**src/verilog/acdc_pkg.sv**
```systemverilog
// Package with register map, field layout and carrier types of the sample-clock control block.
// Contract
// RL1: Divider field codes 000, 001, 011, 111 divide input clock by 1, 2, 4, 8.
// RL2: Each channel keeps its own divider phase offset in half-cycle steps.
// RL3: Top bit of align control enables automatic divider phase adjust.
// RL4: Two-bit positive and negative skew windows allow zero to three device clocks.
// RL5: Software uses auto-phase and skew windows only with divide ratio above one.
// RL6: Setting fine delay enable bit 0 causes a datapath soft reset.
// RL7: Fine delay is two's complement; values at or below -88 saturate.
// RL8: Fine delay value takes effect only with the fine delay enable bit.
// RL9: Pin function field: 00 power-down, 01 standby, else pin disabled.
// RL10: The power-down/standby pin acts only while pin control enable is clear.
// RL11: Local registers apply to channels chosen by the channel page register.
package acdc_pkg;
  localparam logic [11:0] ADDR_PAGE      = 12'h008;
  localparam logic [11:0] ADDR_PIN_CTRL  = 12'h03F;
  localparam logic [11:0] ADDR_PIN_FUNC  = 12'h040;
  localparam logic [11:0] ADDR_DIV_RATIO = 12'h10B;
  localparam logic [11:0] ADDR_DIV_PHASE = 12'h10C;
  localparam logic [11:0] ADDR_ALIGN     = 12'h10D;
  localparam logic [11:0] ADDR_FD_EN     = 12'h117;
  localparam logic [11:0] ADDR_FD_VAL    = 12'h118;
  localparam logic [11:0] ADDR_STATUS    = 12'h11D;
  localparam logic [7:0] RST_PIN_FUNC = 8'h3F;
  localparam logic [7:0] RST_ZERO     = 8'h00;
  localparam logic [7:0] RST_PAGE     = 8'h03;
  localparam logic [2:0] DIV_BY1 = 3'h0;
  localparam logic [2:0] DIV_BY2 = 3'h1;
  localparam logic [2:0] DIV_BY4 = 3'h3;
  localparam logic [2:0] DIV_BY8 = 3'h7;
  localparam logic [2:0] PHASE_MAX = 3'h5;
  localparam logic signed [7:0] FD_MIN = 8'shA8;
  localparam logic [1:0] PIN_PDWN = 2'h0;
  localparam logic [1:0] PIN_STBY = 2'h1;
  localparam int AUTO_BIT = 7;
  localparam int PINEN_BIT = 7;
  localparam int FDEN_BIT = 0;
  localparam int SOFT_RST_CYC = 4;
  localparam int NCH = 2;

  typedef struct packed {
    logic [1:0] pin_mode;
    logic [2:0] fd_b_sel;
    logic [2:0] fd_a_sel;
  } acdc_pin_s;

  typedef struct packed {
    logic       auto_phase;
    logic [1:0] neg_skew;
    logic [1:0] pos_skew;
  } acdc_align_s;

  typedef struct packed {
    logic [3:0] div_ratio;
    logic [2:0] phase;
    logic       fine_en;
    logic signed [7:0] fine_delay;
  } acdc_chcfg_s;

  function automatic logic [3:0] acdc_ratio(input logic [2:0] code);
    case (code)
      DIV_BY2: acdc_ratio = 4'h2;
      DIV_BY4: acdc_ratio = 4'h4;
      DIV_BY8: acdc_ratio = 4'h8;
      default: acdc_ratio = 4'h1;
    endcase
  endfunction
endpackage

```
**src/verilog/acdc_ctrl.sv**
```systemverilog
// Sample-clock divider, phase, fine delay and pin-function control with a register port.
//
// Design decision made here: the address-and-strobe port.
`timescale 1ns/1ps
module acdc_ctrl (
  input  wire logic                         ref_clk,      // Device clock, 100 MHz.
  input  wire logic                         nrst,         // Asynchronous active-low reset.
  input  wire logic                         clk_en,       // Freezes all state except the reset synchroniser while low.
  input  wire logic [11:0]                  reg_addr,     // Register address.
  input  wire logic [7:0]                   reg_wdata,    // Register write data.
  input  wire logic                         reg_wr,       // Write strobe.
  input  wire logic                         reg_rd,       // Read strobe.
  output logic      [7:0]                   reg_rdata,    // Read data, one cycle after strobe.
  input  wire logic                         powerdown_standby_pin, // External pin, asynchronous.
  output acdc_pkg::acdc_chcfg_s [1:0]       ch_cfg,       // Per-channel clock settings.
  output acdc_pkg::acdc_align_s             align_cfg,    // Effective auto-phase settings.
  output logic      [1:0]                   soft_rst,     // Per-channel datapath soft reset.
  output logic                              power_down,   // Pin asks for power-down.
  output logic                              standby,      // Pin asks for standby.
  output logic      [2:0]                   threshold_flag_out_a, // Output A source select.
  output logic      [2:0]                   threshold_flag_out_b  // Output B source select.
);
  import acdc_pkg::*;

  logic rs1_r, rs2_r;
  logic pin1_r, pin2_r;
  logic [1:0] page_r, page_nxt;
  logic [1:0] pinen_r, pinen_nxt;
  acdc_pin_s pin_r, pin_nxt;
  logic [2:0] div_r, div_nxt;
  acdc_align_s align_r, align_nxt;
  logic [2:0] phase_r [NCH], phase_nxt [NCH];
  logic [1:0] fden_r, fden_nxt;
  logic [7:0] fdval_r [NCH], fdval_nxt [NCH];
  logic [2:0] srcnt_r [NCH], srcnt_nxt [NCH];
  logic [7:0] rdata_nxt;
  logic [0:0] rsel;

  // True for registers that are kept once per channel and follow the page.
  function automatic logic is_local(input logic [11:0] a);
    case (a)
      ADDR_PIN_CTRL, ADDR_DIV_PHASE, ADDR_FD_EN, ADDR_FD_VAL: is_local = 1'b1;
      default: is_local = 1'b0;
    endcase
  endfunction

  // Reset release and pin synchronisers.
  always_ff @(posedge ref_clk or negedge nrst) begin
    if (!nrst) begin
      rs1_r <= 1'b0;
      rs2_r <= 1'b0;
    end else begin
      rs1_r <= 1'b1;
      rs2_r <= rs1_r;
    end
  end

  // Two flops on the external pin, so no logic sees a metastable level.
  always_ff @(posedge ref_clk or negedge rs2_r) begin
    if (!rs2_r) begin
      pin1_r <= 1'b0;
      pin2_r <= 1'b0;
    end else if (clk_en) begin
      pin1_r <= powerdown_standby_pin;
      pin2_r <= pin1_r;
    end
  end

  // Readback uses the lowest selected channel for local registers.
  assign rsel = page_r[0] ? 1'b0 : 1'b1;

  // Register writes, soft-reset counters and readback.
  always_comb begin
    page_nxt  = page_r;
    pinen_nxt = pinen_r;
    pin_nxt   = pin_r;
    div_nxt   = div_r;
    align_nxt = align_r;
    fden_nxt  = fden_r;
    phase_nxt = phase_r;
    fdval_nxt = fdval_r;
    rdata_nxt = RST_ZERO;
    for (int c = 0; c < NCH; c++) begin
      srcnt_nxt[c] = (srcnt_r[c] != 3'h0) ? srcnt_r[c] - 3'h1 : 3'h0;
    end
    if (reg_wr) begin
      case (reg_addr)
        ADDR_PAGE:      page_nxt = reg_wdata[1:0];
        ADDR_PIN_FUNC:  pin_nxt = reg_wdata;
        ADDR_DIV_RATIO: div_nxt = reg_wdata[2:0];
        ADDR_ALIGN:     align_nxt = {reg_wdata[AUTO_BIT], reg_wdata[3:0]}; // RL3 RL4
        default: begin
        end
      endcase
      for (int c = 0; c < NCH; c++) begin
        if (page_r[c] && is_local(reg_addr)) begin // RL11
          case (reg_addr)
            ADDR_PIN_CTRL:  pinen_nxt[c] = reg_wdata[PINEN_BIT];
            ADDR_DIV_PHASE: phase_nxt[c] = (reg_wdata[2:0] > PHASE_MAX) ? PHASE_MAX : reg_wdata[2:0]; // RL2
            ADDR_FD_VAL:    fdval_nxt[c] = reg_wdata;
            ADDR_FD_EN: begin
              fden_nxt[c] = reg_wdata[FDEN_BIT];
              if (reg_wdata[FDEN_BIT] && !fden_r[c]) begin
                srcnt_nxt[c] = 3'(SOFT_RST_CYC); // RL6
              end
            end
            default: begin
            end
          endcase
        end
      end
    end
    if (reg_rd) begin
      case (reg_addr)
        ADDR_PAGE:      rdata_nxt = {6'h00, page_r};
        ADDR_PIN_CTRL:  rdata_nxt = {pinen_r[rsel], 7'h00};
        ADDR_PIN_FUNC:  rdata_nxt = pin_r;
        ADDR_DIV_RATIO: rdata_nxt = {5'h00, div_r};
        ADDR_DIV_PHASE: rdata_nxt = {5'h00, phase_r[rsel]};
        ADDR_ALIGN:     rdata_nxt = {align_r.auto_phase, 3'h0, align_r.neg_skew, align_r.pos_skew};
        ADDR_FD_EN:     rdata_nxt = {7'h00, fden_r[rsel]};
        ADDR_FD_VAL:    rdata_nxt = fdval_r[rsel];
        ADDR_STATUS:    rdata_nxt = {6'h00, srcnt_r[1] != 3'h0, srcnt_r[0] != 3'h0};
        default:        rdata_nxt = RST_ZERO;
      endcase
    end
  end

  // Register state; nothing moves while the clock enable is low.
  always_ff @(posedge ref_clk or negedge rs2_r) begin
    if (!rs2_r) begin
      page_r    <= RST_PAGE[1:0];
      pinen_r   <= 2'h0;
      pin_r     <= RST_PIN_FUNC;
      div_r     <= DIV_BY1;
      align_r   <= '0;
      fden_r    <= 2'h0;
      reg_rdata <= RST_ZERO;
      for (int c = 0; c < NCH; c++) begin
        phase_r[c] <= 3'h0;
        fdval_r[c] <= RST_ZERO;
        srcnt_r[c] <= 3'h0;
      end
    end else if (clk_en) begin
      page_r    <= page_nxt;
      pinen_r   <= pinen_nxt;
      pin_r     <= pin_nxt;
      div_r     <= div_nxt;
      align_r   <= align_nxt;
      fden_r    <= fden_nxt;
      reg_rdata <= rdata_nxt;
      phase_r   <= phase_nxt;
      fdval_r   <= fdval_nxt;
      srcnt_r   <= srcnt_nxt;
    end
  end

  // Effective outputs, all registered.
  acdc_chcfg_s [1:0] cfg_nxt;
  acdc_align_s       aln_nxt;
  logic [1:0]        srst_nxt;
  logic              pd_nxt, sb_nxt, pin_live;
  always_comb begin
    for (int c = 0; c < NCH; c++) begin
      cfg_nxt[c].div_ratio  = acdc_ratio(div_r); // RL1
      cfg_nxt[c].phase      = phase_r[c];        // RL2
      cfg_nxt[c].fine_en    = fden_r[c];
      if (!fden_r[c]) begin
        cfg_nxt[c].fine_delay = 8'sh00;          // RL8
      end else if ($signed(fdval_r[c]) <= FD_MIN) begin
        cfg_nxt[c].fine_delay = FD_MIN;          // RL7
      end else begin
        cfg_nxt[c].fine_delay = $signed(fdval_r[c]);
      end
      srst_nxt[c] = (srcnt_r[c] != 3'h0);        // RL6
    end
    // Auto-phase is meaningful only with division above one.
    aln_nxt = (div_r != DIV_BY1) ? align_r : '0; // RL5 RL3 RL4
    pin_live = pin2_r && !pinen_r[0];            // RL10
    pd_nxt = pin_live && (pin_r.pin_mode == PIN_PDWN); // RL9
    sb_nxt = pin_live && (pin_r.pin_mode == PIN_STBY); // RL9
  end

  // Output flops, so every top-level output leaves straight from a register.
  always_ff @(posedge ref_clk or negedge rs2_r) begin
    if (!rs2_r) begin
      ch_cfg     <= '0;
      align_cfg  <= '0;
      soft_rst   <= 2'h0;
      power_down <= 1'b0;
      standby    <= 1'b0;
      threshold_flag_out_a <= RST_PIN_FUNC[2:0];
      threshold_flag_out_b <= RST_PIN_FUNC[5:3];
    end else if (clk_en) begin
      ch_cfg     <= cfg_nxt;
      align_cfg  <= aln_nxt;
      soft_rst   <= srst_nxt;
      power_down <= pd_nxt;
      standby    <= sb_nxt;
      threshold_flag_out_a <= pin_r.fd_a_sel;
      threshold_flag_out_b <= pin_r.fd_b_sel;
    end
  end

  // Checks on the clock, pin and paging behaviour.
  a_div_ratio_map: assert property (@(posedge ref_clk) disable iff (!rs2_r) // RL1
    clk_en && div_r == DIV_BY4 |=> ch_cfg[0].div_ratio == 4'h4) else $error("divide ratio wrong");
  a_phase_limit: assert property (@(posedge ref_clk) disable iff (!rs2_r) // RL2
    ch_cfg[1].phase <= PHASE_MAX) else $error("phase beyond range");
  a_auto_gate: assert property (@(posedge ref_clk) disable iff (!rs2_r) // RL3
    clk_en && div_r == DIV_BY1 |=> !align_cfg.auto_phase) else $error("auto phase at divide one");
  a_skew_follow: assert property (@(posedge ref_clk) disable iff (!rs2_r) // RL4
    clk_en && div_r != DIV_BY1 |=> align_cfg.pos_skew == $past(align_r.pos_skew)) else $error("skew lost");
  a_soft_reset: assert property (@(posedge ref_clk) disable iff (!rs2_r) // RL6
    clk_en && reg_wr && reg_addr == ADDR_FD_EN && reg_wdata[0] && page_r[0] && !fden_r[0]
    ##1 clk_en[*2] |-> soft_rst[0]) else $error("no soft reset");
  a_fine_sat: assert property (@(posedge ref_clk) disable iff (!rs2_r) // RL7
    ch_cfg[0].fine_delay >= FD_MIN) else $error("fine delay not saturated");
  a_fine_gate: assert property (@(posedge ref_clk) disable iff (!rs2_r) // RL8
    !ch_cfg[0].fine_en |-> ch_cfg[0].fine_delay == 8'sh00) else $error("fine delay without enable");
  a_pin_mode: assert property (@(posedge ref_clk) disable iff (!rs2_r) // RL9
    !(power_down && standby)) else $error("both pin modes");
  a_pin_enable: assert property (@(posedge ref_clk) disable iff (!rs2_r) // RL10
    clk_en && pinen_r[0] |=> !power_down && !standby) else $error("pin honoured while disabled");
  a_page_local: assert property (@(posedge ref_clk) disable iff (!rs2_r) // RL11
    clk_en && reg_wr && reg_addr == ADDR_DIV_PHASE && !page_r[1] |=> phase_r[1] == $past(phase_r[1]))
    else $error("unpaged channel changed");
  c_soft_reset: cover property (@(posedge ref_clk) soft_rst[1]);
  c_power_down: cover property (@(posedge ref_clk) power_down);
  c_auto_phase: cover property (@(posedge ref_clk) align_cfg.auto_phase);
  c_fine_sat:   cover property (@(posedge ref_clk) ch_cfg[0].fine_delay == FD_MIN && ch_cfg[0].fine_en);
  c_standby:    cover property (@(posedge ref_clk) standby);

  // Read data return to zero in any enabled cycle that follows no read.
  a_rdata_idle: assert property (@(posedge ref_clk) disable iff (!rs2_r)
    clk_en && !reg_rd |=> reg_rdata == RST_ZERO)
    else $error("read data not idle");
  // Divide-by-two code reaches channel B as well.
  a_div_by2: assert property (@(posedge ref_clk) disable iff (!rs2_r) // RL1
    clk_en && div_r == DIV_BY2 |=> ch_cfg[1].div_ratio == 4'h2)
    else $error("divide by two wrong");
  // Divide-by-eight code reaches channel B as well.
  a_div_by8: assert property (@(posedge ref_clk) disable iff (!rs2_r) // RL1
    clk_en && div_r == DIV_BY8 |=> ch_cfg[1].div_ratio == 4'h8)
    else $error("divide by eight wrong");
  // The auto-phase enable is passed on whenever division is active.
  a_auto_pass: assert property (@(posedge ref_clk) disable iff (!rs2_r) // RL3
    clk_en && div_r != DIV_BY1 |=> align_cfg.auto_phase == $past(align_r.auto_phase))
    else $error("auto phase lost");
  // The negative skew window is passed on whenever division is active.
  a_neg_skew: assert property (@(posedge ref_clk) disable iff (!rs2_r) // RL4
    clk_en && div_r != DIV_BY1 |=> align_cfg.neg_skew == $past(align_r.neg_skew))
    else $error("negative skew lost");
  // A live pin in power-down mode asks for power-down.
  a_pdwn_on: assert property (@(posedge ref_clk) disable iff (!rs2_r) // RL9
    clk_en && pin2_r && !pinen_r[0] && pin_r.pin_mode == PIN_PDWN |=> power_down)
    else $error("power down missing");
  // A live pin in standby mode asks for standby.
  a_standby_on: assert property (@(posedge ref_clk) disable iff (!rs2_r) // RL9
    clk_en && pin2_r && !pinen_r[0] && pin_r.pin_mode == PIN_STBY |=> standby)
    else $error("standby missing");
  // Any other pin mode leaves the pin without function.
  a_pin_off: assert property (@(posedge ref_clk) disable iff (!rs2_r) // RL9
    clk_en && pin_r.pin_mode != PIN_PDWN && pin_r.pin_mode != PIN_STBY |=> !power_down && !standby)
    else $error("disabled pin acted");
  // Writes to per-channel registers leave the shared divider alone.
  a_global_hold: assert property (@(posedge ref_clk) disable iff (!rs2_r) // RL11
    clk_en && reg_wr && is_local(reg_addr) |=> div_r == $past(div_r))
    else $error("shared register hit by local write");
  // A low clock enable freezes the channel settings.
  a_freeze_cfg: assert property (@(posedge ref_clk) disable iff (!rs2_r)
    !clk_en |=> $stable(ch_cfg))
    else $error("settings moved while frozen");
  // The output source selects follow the pin function register.
  a_flag_follow: assert property (@(posedge ref_clk) disable iff (!rs2_r)
    clk_en |=> threshold_flag_out_a == $past(pin_r.fd_a_sel) && threshold_flag_out_b == $past(pin_r.fd_b_sel))
    else $error("source select stale");

  // Per-channel checks, one copy for each channel.
  for (genvar g = 0; g < NCH; g++) begin : g_chk
    // The phase output follows the stored phase of its own channel.
    a_phase_follow: assert property (@(posedge ref_clk) disable iff (!rs2_r) // RL2
      clk_en |=> ch_cfg[g].phase == $past(phase_r[g]))
      else $error("phase output stale");
    // Soft reset stays low once the channel counter has run out.
    a_soft_len: assert property (@(posedge ref_clk) disable iff (!rs2_r) // RL6
      clk_en && srcnt_r[g] == 3'h0 |=> !soft_rst[g])
      else $error("soft reset too long");
    // Enabled values at or below the floor come out as the floor.
    a_fine_floor: assert property (@(posedge ref_clk) disable iff (!rs2_r) // RL7
      clk_en && fden_r[g] && $signed(fdval_r[g]) <= FD_MIN |=> ch_cfg[g].fine_delay == FD_MIN)
      else $error("fine delay not clamped");
    // Enabled values above the floor pass unchanged.
    a_fine_pass: assert property (@(posedge ref_clk) disable iff (!rs2_r) // RL8
      clk_en && fden_r[g] && $signed(fdval_r[g]) > FD_MIN |=> ch_cfg[g].fine_delay == $past(fdval_r[g]))
      else $error("fine delay not applied");
    // A phase write to an unpaged channel leaves that channel alone.
    a_phase_local: assert property (@(posedge ref_clk) disable iff (!rs2_r) // RL11
      clk_en && reg_wr && reg_addr == ADDR_DIV_PHASE && !page_r[g] |=> phase_r[g] == $past(phase_r[g]))
      else $error("unpaged phase changed");
  end
endmodule

```
**config.mk**
```make
export PLATFORM = sky130hd
export DESIGN_NAME = acdc_ctrl
export DESIGN_NICKNAME = d
export VERILOG_FILES = /design/src/verilog/acdc_pkg.sv /design/src/verilog/acdc_ctrl.sv
export SDC_FILE = /design/constraint.sdc
export NUM_CORES = 1
export LEC_CHECK = 0
export ABC_AREA = 1
export CAP_MARGIN = 20
export CORE_MARGIN = 3
export CORE_UTILIZATION = 55
export CTS_CLUSTER_SIZE = 16
export DETAILED_ROUTE_END_ITERATION = 6
export DONT_BUFFER_PORTS = 1
export GPL_TIMING_DRIVEN = 0
export PLACE_DENSITY = 0.7
export SETUP_SLACK_MARGIN = 0.1
export SLEW_MARGIN = 30
export SYNTH_ARGS = -nofsm -noshare
export SYNTH_HDL_FRONTEND = slang
export SYNTH_SLANG_ARGS = --single-unit
```
**constraint.sdc**
```tcl
create_clock -name ref_clk -period 4.3 [get_ports ref_clk]
set_input_delay 0.645 -clock ref_clk [delete_from_list [all_inputs] [get_ports ref_clk]]
set_output_delay 0.645 -clock ref_clk [all_outputs]
set_load 0.05 [all_outputs]
```
* Word level (Yosys, flattened, before mapping)
Cells that the tools add are included.
** Operators by class
- Add/subtract/negate cells :: 2
- Mux-type cells :: 31
- Multiply operators :: 0
- Reduce and logical (&&, ||, !) cells :: 27
- Equal/unequal tests :: 13
- Div/mod/pow operators :: 0
- Bitwise gates (word level) :: 1
- Shifts and indexed selects :: 0
- $lt $le $gt $ge :: 5
** Operator list (count)
- $eq A12 B9 Y1 const B :: 6
- $pmux W8 S9 :: 1
- $mux W8 :: 8
- $mux W3 :: 12
- $reduce_and A4 Y1 :: 8
- $le A8 B8 Y1 const B :: 2
- $eq A12 B4 Y1 const B :: 1
- $eq A12 B6 Y1 const B :: 1
- $eq A12 B7 Y1 const B :: 1
- $pmux W4 S3 :: 1
- $reduce_and A3 Y1 :: 4
- $reduce_bool A3 Y1 :: 3
- $logic_and A1 B1 Y1 :: 7
- $mux W1 :: 7
- $mux W6 :: 1
- $sub A3 B1 Y3 const B :: 2
- $mux W5 :: 1
- $reduce_or A4 Y1 :: 1
- $eq A3 B1 Y1 const B :: 1
- $eq A3 B2 Y1 const B :: 1
- $eq A3 B3 Y1 const B :: 1
- $gt A3 B3 Y1 const B :: 1
- $logic_not A1 Y1 :: 3
- $eq A2 B1 Y1 const B :: 1
- other kinds (4) :: 4
** Storage, ports and cells
- RAM bits :: 0
- Memories kept :: 0
- Input port bits :: 26
- Latch bits :: 0
- Output and inout port bits :: 55
- Register bits :: 105
- Memory bits (read-only) :: 0
- Word-level logic and storage cells :: 117

* Longest topological paths before layout
Gate-level depths: netlist of the first run.
- Word-level depth :: 7
- Gate-level depth with buffers :: 12
- Mapped depth without buffers :: 11

* Least setup slack after synthesis of the first run
No wires, ideal clock.
- Path type :: input to register
- Start point :: in reg_addr[7]
- End point :: reg pinen_r[0]
- Library setup time :: 0.117 ns
- Cell stages on the path :: 9
- Arrival time :: 1.580 ns
- Setup slack :: 2.603 ns
- Path buffers :: 1
- Required time :: 4.183 ns
- Path through :: nor2_2 > nand3_2 > nor2_8 > nand2_4 > nand4_2 > buf_6 > nand3_1 > nand2_1 > nand2_1
** Between the ends
- Cells in the longest elaborated chain, start to end :: 6
- Elaborated cells on any way between the ends :: 9
- Those cells by class :: eq/ne: 4; mux: 2; reduce/logical: 3
** RTL lines
- start, declared :: RTL line acdc_ctrl.sv:9 : input wire logic [11:0] reg_addr,
- $eq A12 B9 Y1 or $eq A12 B6 Y1 (tied branches) :: RTL line acdc_ctrl.sv:41, acdc_ctrl.sv:97
- $reduce_or A4 Y1 :: RTL line acdc_ctrl.sv:41 : case (a)
- $mux W1 :: RTL line acdc_ctrl.sv:41
- $mux W1 :: RTL line acdc_ctrl.sv:86 : if (reg_wr) begin
- $logic_and A1 B1 Y1 :: RTL line acdc_ctrl.sv:96 : if (page_r[c] && is_local(reg_addr)) begin
- $reduce_and A4 Y1 (no line) *
- end signal, assigned :: RTL line acdc_ctrl.sv:146 : pinen_r <= pinen_nxt;
- end, declared :: RTL line acdc_ctrl.sv:28 : logic [1:0] pinen_r, pinen_nxt;
Mark *: on every way between the ends. The rest lies on a longest branch, timed or not. The select of a mux whose other input is x is not followed.
A chain may end at the register's enable or synchronous reset.

* Final worst setup path of the first run
- Start point :: reg ch_cfg[29] (netlist name)
- End point :: out ch_cfg[29] (netlist name)
** RTL lines
- start, declared :: RTL line acdc_ctrl.sv:15 : output acdc_pkg::acdc_chcfg_s [1:0] ch_cfg,
- start signal, assigned :: RTL line acdc_ctrl.sv:195 : ch_cfg <= cfg_nxt;
No word-level cell between the ends.

==> flow_metrics.py, run 1 <==
metrics = {
    "hold_path": {
        "hold_path.class": "flip-flop to asynchronous set/reset pin",
    },
    "placement": {
        "port_buffers": 0,
        "dp_slack_ns": 2.37,
        "gp_congestion": 0.915,
        "hpwl_mm": 10.6,
    },
    "synth": {
        "netlist_instances": 642,
        "synth_area_per_cell_um2": 8.04,
        "synth_area_leaders": "dfrtp_1 (44%), nand2_1 (18%), dfstp_2 (7.1%), o21ai_0 (4.4%), inv_1 (3.6%)",
        "yosysUniqueCellTypes": 38,
        "synth_top_area_frac": 0.441,
        "netlist_area_um2": 5160,
        "async_flop_share": 1.00,
        "synth_warnings": 0,
        "syn_nets": 668,
        "synth-edff-count": 0,
        "synth_seq_area_share": 0.513,
        "yosysTopAreaCell": "dfrtp_1",
        "ys_ff_latch": 105,
        "synth-main-ff-cell": "dfrtp_1",
    },
    "drt": {
        "wl_per_cell_um": 18.0,
        "vias": 4403,
        "vias_per_cell": 5.73,
        "drc": 0,
        "routed.top_layer": "met4",
        "first_pass_iters": 4,
        "finalWirelength_mm": 13.8,
        "drt_iter0_markers": 308,
        "postRouteAntennaNets": 0,
        "wl_met2_mm": 6.13,
        "dr_wl_met3_um": 969,
        "met1_length_mm": 6.37,
    },
    "timing": {
        "setup_ws_ns": 2.31,
        "fin_crit_sh": 0.463,
        "slew_viol_final": 0,
        "fin_setup_tns_ns": 0,
        "worst_pin_slew_ns": 0.656,
        "fmax_mhz": 502,
        "rsz0062_at_grt": "no",
        "fin_crit_ns": 1.99,
        "finalHoldViolCount": 0,
        "setup_violations": 0,
        "skew_ns": 0.0143,
        "slew_headroom": 0.563,
    },
    "grt": {
        "grtUsageTotal": 0.273,
        "overflow": 0,
        "grt_pass1_vias": 4227,
        "grt_pass1_wl_mm": 21.9,
        "grt_max_degree": 52,
        "antenna_found_initial": 0,
    },
    "outcome": {
        "status": "complete, no violations",
    },
    "layout": {
        "drive_gt1_frac": 0.121,
        "diodes": 0,
        "nNetsFinal": 682,
        "area_growth_pct": 7.66,
    },
    "setup_path": {
        "cp_max_fo": 3,
        "slowest_stage": "dfrtp_1",
        "r2r_end": "reg_rdata[5]",
        "cp_num_buf_inv": 1,
        "cp-start-kind": "flip-flop",
        "critPathTopFamily": "flip-flops",
        "path_cells": "buf_4",
        "r2r_cells": 6,
        "crit_type": "flip-flop to primary output",
        "r2r_setup_slack_ns": 2.51,
        "crit_arrival_ns": 1.35,
        "regToRegStartpoint": "page_r[0]",
        "required_ns": 3.65,
        "cp-end-kind": "primary output",
        "critPathMaxStageDelay_ns": 0.68,
    },
    "clocking": {
        "ctsHoldBuffers": 1,
        "cts_resized": 0,
        "post-cts-setup-buffer-count": 0,
        "clockBufferDepth": 2,
        "cts_tree": "built",
        "path_clk_slew_ns": 0.11,
        "root_buffer": "clkbuf_8",
        "cts.sinks": 105,
        "insertion_delay_ns": 0.38,
        "htree_levels": 3,
        "numCtsBuffers": 9,
    },
    "power_and_ir_drop": {
        "p_per_area_nw_per_um2": 314,
        "leakage_nw": 2.82,
        "peakVddDrop_v": 0.000211,
    },
    "floorplanning": {
        "rows": 34,
        "start_util": 0.577,
        "fp.coreArea_um2": 8930,
        "die_area_um2": 10600,
        "io_pins": 81,
        "die_h_um": 103,
        "die_w_um": 103,
    },
    "job": {
        "max_cap_violations": 0,
    },
}
-- through the flow --
stage	utilization	hold slack (ns)	cells	area (µm²)	power, W
after floorplan	-	0.331	642	5160	0.00111
after CTS	0.622	0.261	769	5550	0.00175
after global routing	0.622	0.267	769	5550	0.00181
after global placement	0.593	0.344	750	5290	0.00113
final	0.622	0.246	769	5550	0.00175
after detailed placement	0.598	0.249	752	5350	0.00114
-- report_power, final --
part	total, W	leakage [nW]	internal [W]	switching (W)
Clock	0.000621	0.0982	0.000241	0.000380
Sequential	0.00103	1.39	0.000997	0.0000288
Combinational	0.0000990	1.33	0.0000242	0.0000749
Total	0.00175	2.82	0.00126	0.000484
-- state kept, by name, indices dropped and copies added (netlist names), 2 cells and up --
signal / flops
threshold_flag_out_a: 3
reg_rdata: 8
pin_r: 8
align_r: 5
pinen_r: 2
ch_cfg: 28
soft_rst: 2
align_cfg: 5
fdval_r: 16
div_r: 3
cfg_nxt: 6
page_r: 2
fden_r: 2
srcnt_r: 6
threshold_flag_out_b: 3
-- logic make-up after synthesis --
kind of cell / share of synthesized area
and+or+nand+nor: 0.336
other: 0.000727
muxes: 0.00437
buffers and inverters: 0.0679
AOI/OAI and AO/OA: 0.0779
DFF: 0.513
-- placed cells by master, fill, tap and decap left out, types with 3 or more instances in the layout --
cell	n
o21ai_1	10
nand2_1	244
buf_2	4
buf_4	7
nand4_1	27
nor2_4	3
buf_6	3
inv_2	5
nor2_1	41
clkbuf_8	10
dfrtp_1	90
nor2_2	6
nand3_2	7
o21ai_0	45
nand3_1	36
dfstp_2	14
nor3_1	4
a21oi_1	12
clkbuf_1	9
inv_1	49
-- worst max path at each step --
stage	startpoint	to	slack, ns	cells after the start
detailed placement	reg_addr[9]	fdval_r[11]	2.37	8
floorplan	rs2_r	align_cfg[0]	1.18	0
global placement	rs2_r	align_cfg[3]	0.09	0
CTS	ch_cfg[29]	ch_cfg[29]	2.30	1
finish	ch_cfg[29]	ch_cfg[29]	2.31	1
global route	ch_cfg[28]	ch_cfg[28]	2.25	1
-- cell usage after synthesis (3+ instances only) --
cell,number
nor2_2,6
a21oi_1,12
nand2_1,244
inv_1,49
nand4_1,27
o21ai_1,10
nor2_1,41
nor3_1,4
inv_2,5
nand3_1,36
nand3_2,7
nor2_4,3
o21ai_0,45
clkbuf_1,9
buf_4,7
dfstp_2,14
buf_6,3
buf_2,4
dfrtp_1,91
-- routing by layer --
metal,track usage,vias up
met3,0.0555,31
met1,0.393,2104
li1,-,2106
met2,0.410,162
met5,0,-
met4,0.101,0
-- worst register-to-register path, delay by kind of cell (launching register included) --
family | cells | cell delay (ns)
flip-flops | 1 | 0.52
AND/OR/NAND/NOR | 2 | 0.18
AO/OA/AOI/OAI | 2 | 0.46
buffers and inverters | 2 | 0.58
-- final cells by class --
type / count / area [µm²]
inverter: 54 / 203
sequential: 105 / 2650
fill: 816 / 3380
clock inverter: 6 / 61.3
timing repair buffer: 3 / 57.6
multi-input combinational: 458 / 2160
tap: 108 / 135
buffer: 25 / 148
clock buffer: 10 / 138
(Power assumes the default switching activity.)
==> run 2, diff against run 1 <==
PLACE_DENSITY = 0.73   (was 0.7)
clock period = 1.8 ns   (was 4.3 ns; I/O delays follow)
==> run 2 against run 1 <==
Against the previous run:
- critical path depth unchanged
- sequential cell count unchanged
- non-clock buffer count up 3
- total power grew 140%
- first-iteration DRC count fell by 18%
- clock power rose by 130%
- critical endpoint unchanged
- largest cell class unchanged
- highest routed layer unchanged
==> flow_metrics.py, run 2 (synthesized netlist as in run 1, its figures left out) <==
metrics = {
    "setup_path": {
        "critPathMaxStageDelay_ns": 0.68,
        "crit_type": "flip-flop to primary output",
        "critPathTopFamily": "flip-flops",
        "slowest_stage": "dfrtp_1",
        "cp-end-kind": "primary output",
        "cp-start-kind": "flip-flop",
        "crit_arrival_ns": 1.34,
        "path_cells": "buf_4",
        "required_ns": 1.53,
        "cp_num_buf_inv": 1,
        "cp_max_fo": 3,
    },
    "clocking": {
        "clockBufferDepth": 2,
        "numCtsBuffers": 9,
        "cts.sinks": 105,
        "insertion_delay_ns": 0.38,
        "cts_tree": "built",
        "htree_levels": 3,
        "root_buffer": "clkbuf_8",
        "path_clk_slew_ns": 0.12,
    },
    "grt": {
        "overflow": 0,
        "grtUsageMet2": 0.419,
        "antenna_found_initial": 0,
        "grtUsageTotal": 0.271,
        "grt_max_degree": 41,
        "use_met1": 0.399,
        "grt_pass1_wl_mm": 21.8,
        "grt_pass1_vias": 4234,
        "grt.busiest_layer": "met2",
        "grt_use_met3": 0.0582,
    },
    "timing": {
        "slew_viol_final": 0,
        "fin_crit_sh": 0.897,
        "skew_ns": 0.0202,
        "worst_pin_slew_ns": 0.616,
        "setup_violations": 0,
        "fmax_mhz": 620,
        "rsz0062_at_grt": "no",
        "fin_crit_ns": 1.61,
        "finalHoldViolCount": 0,
        "slew_headroom": 0.589,
        "fin_setup_tns_ns": 0,
        "whs_ns": 0.0338,
    },
    "layout": {
        "area_growth_pct": 8.03,
        "diodes": 0,
        "layout.cells.most_common": "nand2_1",
        "nNetsFinal": 685,
        "ff_latch_area_um2": 2650,
        "fillCellCount": 821,
        "multiInputGateArea_um2": 2160,
        "final_cell_mix": "nand2_1 (244), dfrtp_1 (90), inv_1 (48), o21ai_0 (44), nor2_1 (41)",
        "largest_reg_flops": 28,
        "largestRegisters": "ch_cfg (28), fdval_r (16)",
        "final_area_um2": 5570,
        "top_register": "ch_cfg",
        "drive_gt1_frac": 0.125,
    },
    "power_and_ir_drop": {
        "p_sw_w": 0.00114,
        "pwr-share-comb": 0.057,
        "leakage_nw": 2.83,
        "p_per_area_nw_per_um2": 737,
        "power_frac_seq": 0.597,
        "fin_total_pwr_w": 0.00411,
        "p_int_w": 0.00297,
        "p_clk_frac": 0.346,
        "sw_frac_of_total": 0.277,
        "peakVddDrop_v": 0.000464,
    },
    "drt": {
        "drt_iter0_markers": 254,
        "vias": 4381,
        "finalWirelength_mm": 13.6,
        "wl_per_cell_um": 17.7,
        "drc": 0,
        "vias_per_cell": 5.67,
        "postRouteAntennaNets": 0,
        "first_pass_iters": 5,
    },
    "hold_path": {
        "hold_path.class": "primary input to flip-flop",
    },
    "placement": {
        "port_buffers": 0,
        "gp_congestion": 0.940,
        "placed_area_um2": 5340,
        "hpwl_mm": 10.6,
    },
    "outcome": {
        "status": "complete, no violations",
    },
    "floorplanning": {
        "die_h_um": 103,
        "io_pins": 81,
        "die_area_um2": 10600,
        "fp.coreArea_um2": 8930,
        "rows": 34,
        "die_w_um": 103,
        "start_util": 0.577,
    },
    "job": {
        "max_cap_violations": 0,
    },
}
[run 2: stage by stage]
| step | setup slack [ns] | util | instances |
|---|---|---|---|
| after floorplan | 0.427 | - | 642 |
| after global placement | 0.0941 | 0.593 | 750 |
| after detailed placement | 0.0782 | 0.597 | 752 |
| after CTS | 0.0960 | 0.620 | 769 |
| after global routing | 0.113 | 0.624 | 772 |
| final | 0.186 | 0.624 | 772 |
[run 2: area by class of cell]
class / count / share of cell area
Timing Repair Buffer: 6 / 0.0135
Clock inverter: 6 / 0.0106
Clock buffer: 10 / 0.0229
Inverter: 54 / 0.0370
Sequential cell: 105 / 0.475
Multi-Input combinational cell: 458 / 0.388
Tap cell: 108 / 0.0242
Buffer: 25 / 0.0283
[run 2: timing repair]
| action | CTS | global route |
|---|---|---|
| hold endpoints to repair | 2 | 1 |
| hold buffers | 1 | 1 |
| buffers inserted | 0 | 2 |
| resized for setup | 2 | 6 |
| setup endpoints to repair | 6 | 5 |
[run 2: routing by layer]
layer,up-vias,routed length [µm],part of all wire
met3,21,946,0.069
met4,0,142,0.010
met5,-,0,0
met1,2081,6290,0.46
li1,2108,-,-
met2,171,6270,0.46
[run 2: power by group through the flow]
| stage | Combinational (W) | Sequential (W) | Clock (W) |
|---|---|---|---|
| finish | 0.000235 | 0.00245 | 0.00142 |
| global route | 0.000260 | 0.00246 | 0.00156 |
| CTS | 0.000234 | 0.00245 | 0.00143 |
| detailed placement | 0.000231 | 0.00250 | 0 |
| global placement | 0.000185 | 0.00253 | 0 |
| floorplan | 0.000143 | 0.00251 | 0 |
[run 2: final timing paths]
check	startpoint	end	slack, ns	cells after the start
min in group asynchronous	nrst	rs2_r	0.10	1
hold / removal	reg_wdata[3]	fdval_r[11]	0.03	2
max in group asynchronous	rs2_r	pin_r[3]	0.87	1
hold reg to reg	rs2_r	fdval_r[0]	0.28	0
setup / recovery	ch_cfg[29]	ch_cfg[29]	0.19	1
setup reg to reg	page_r[0]	reg_rdata[7]	0.20	7
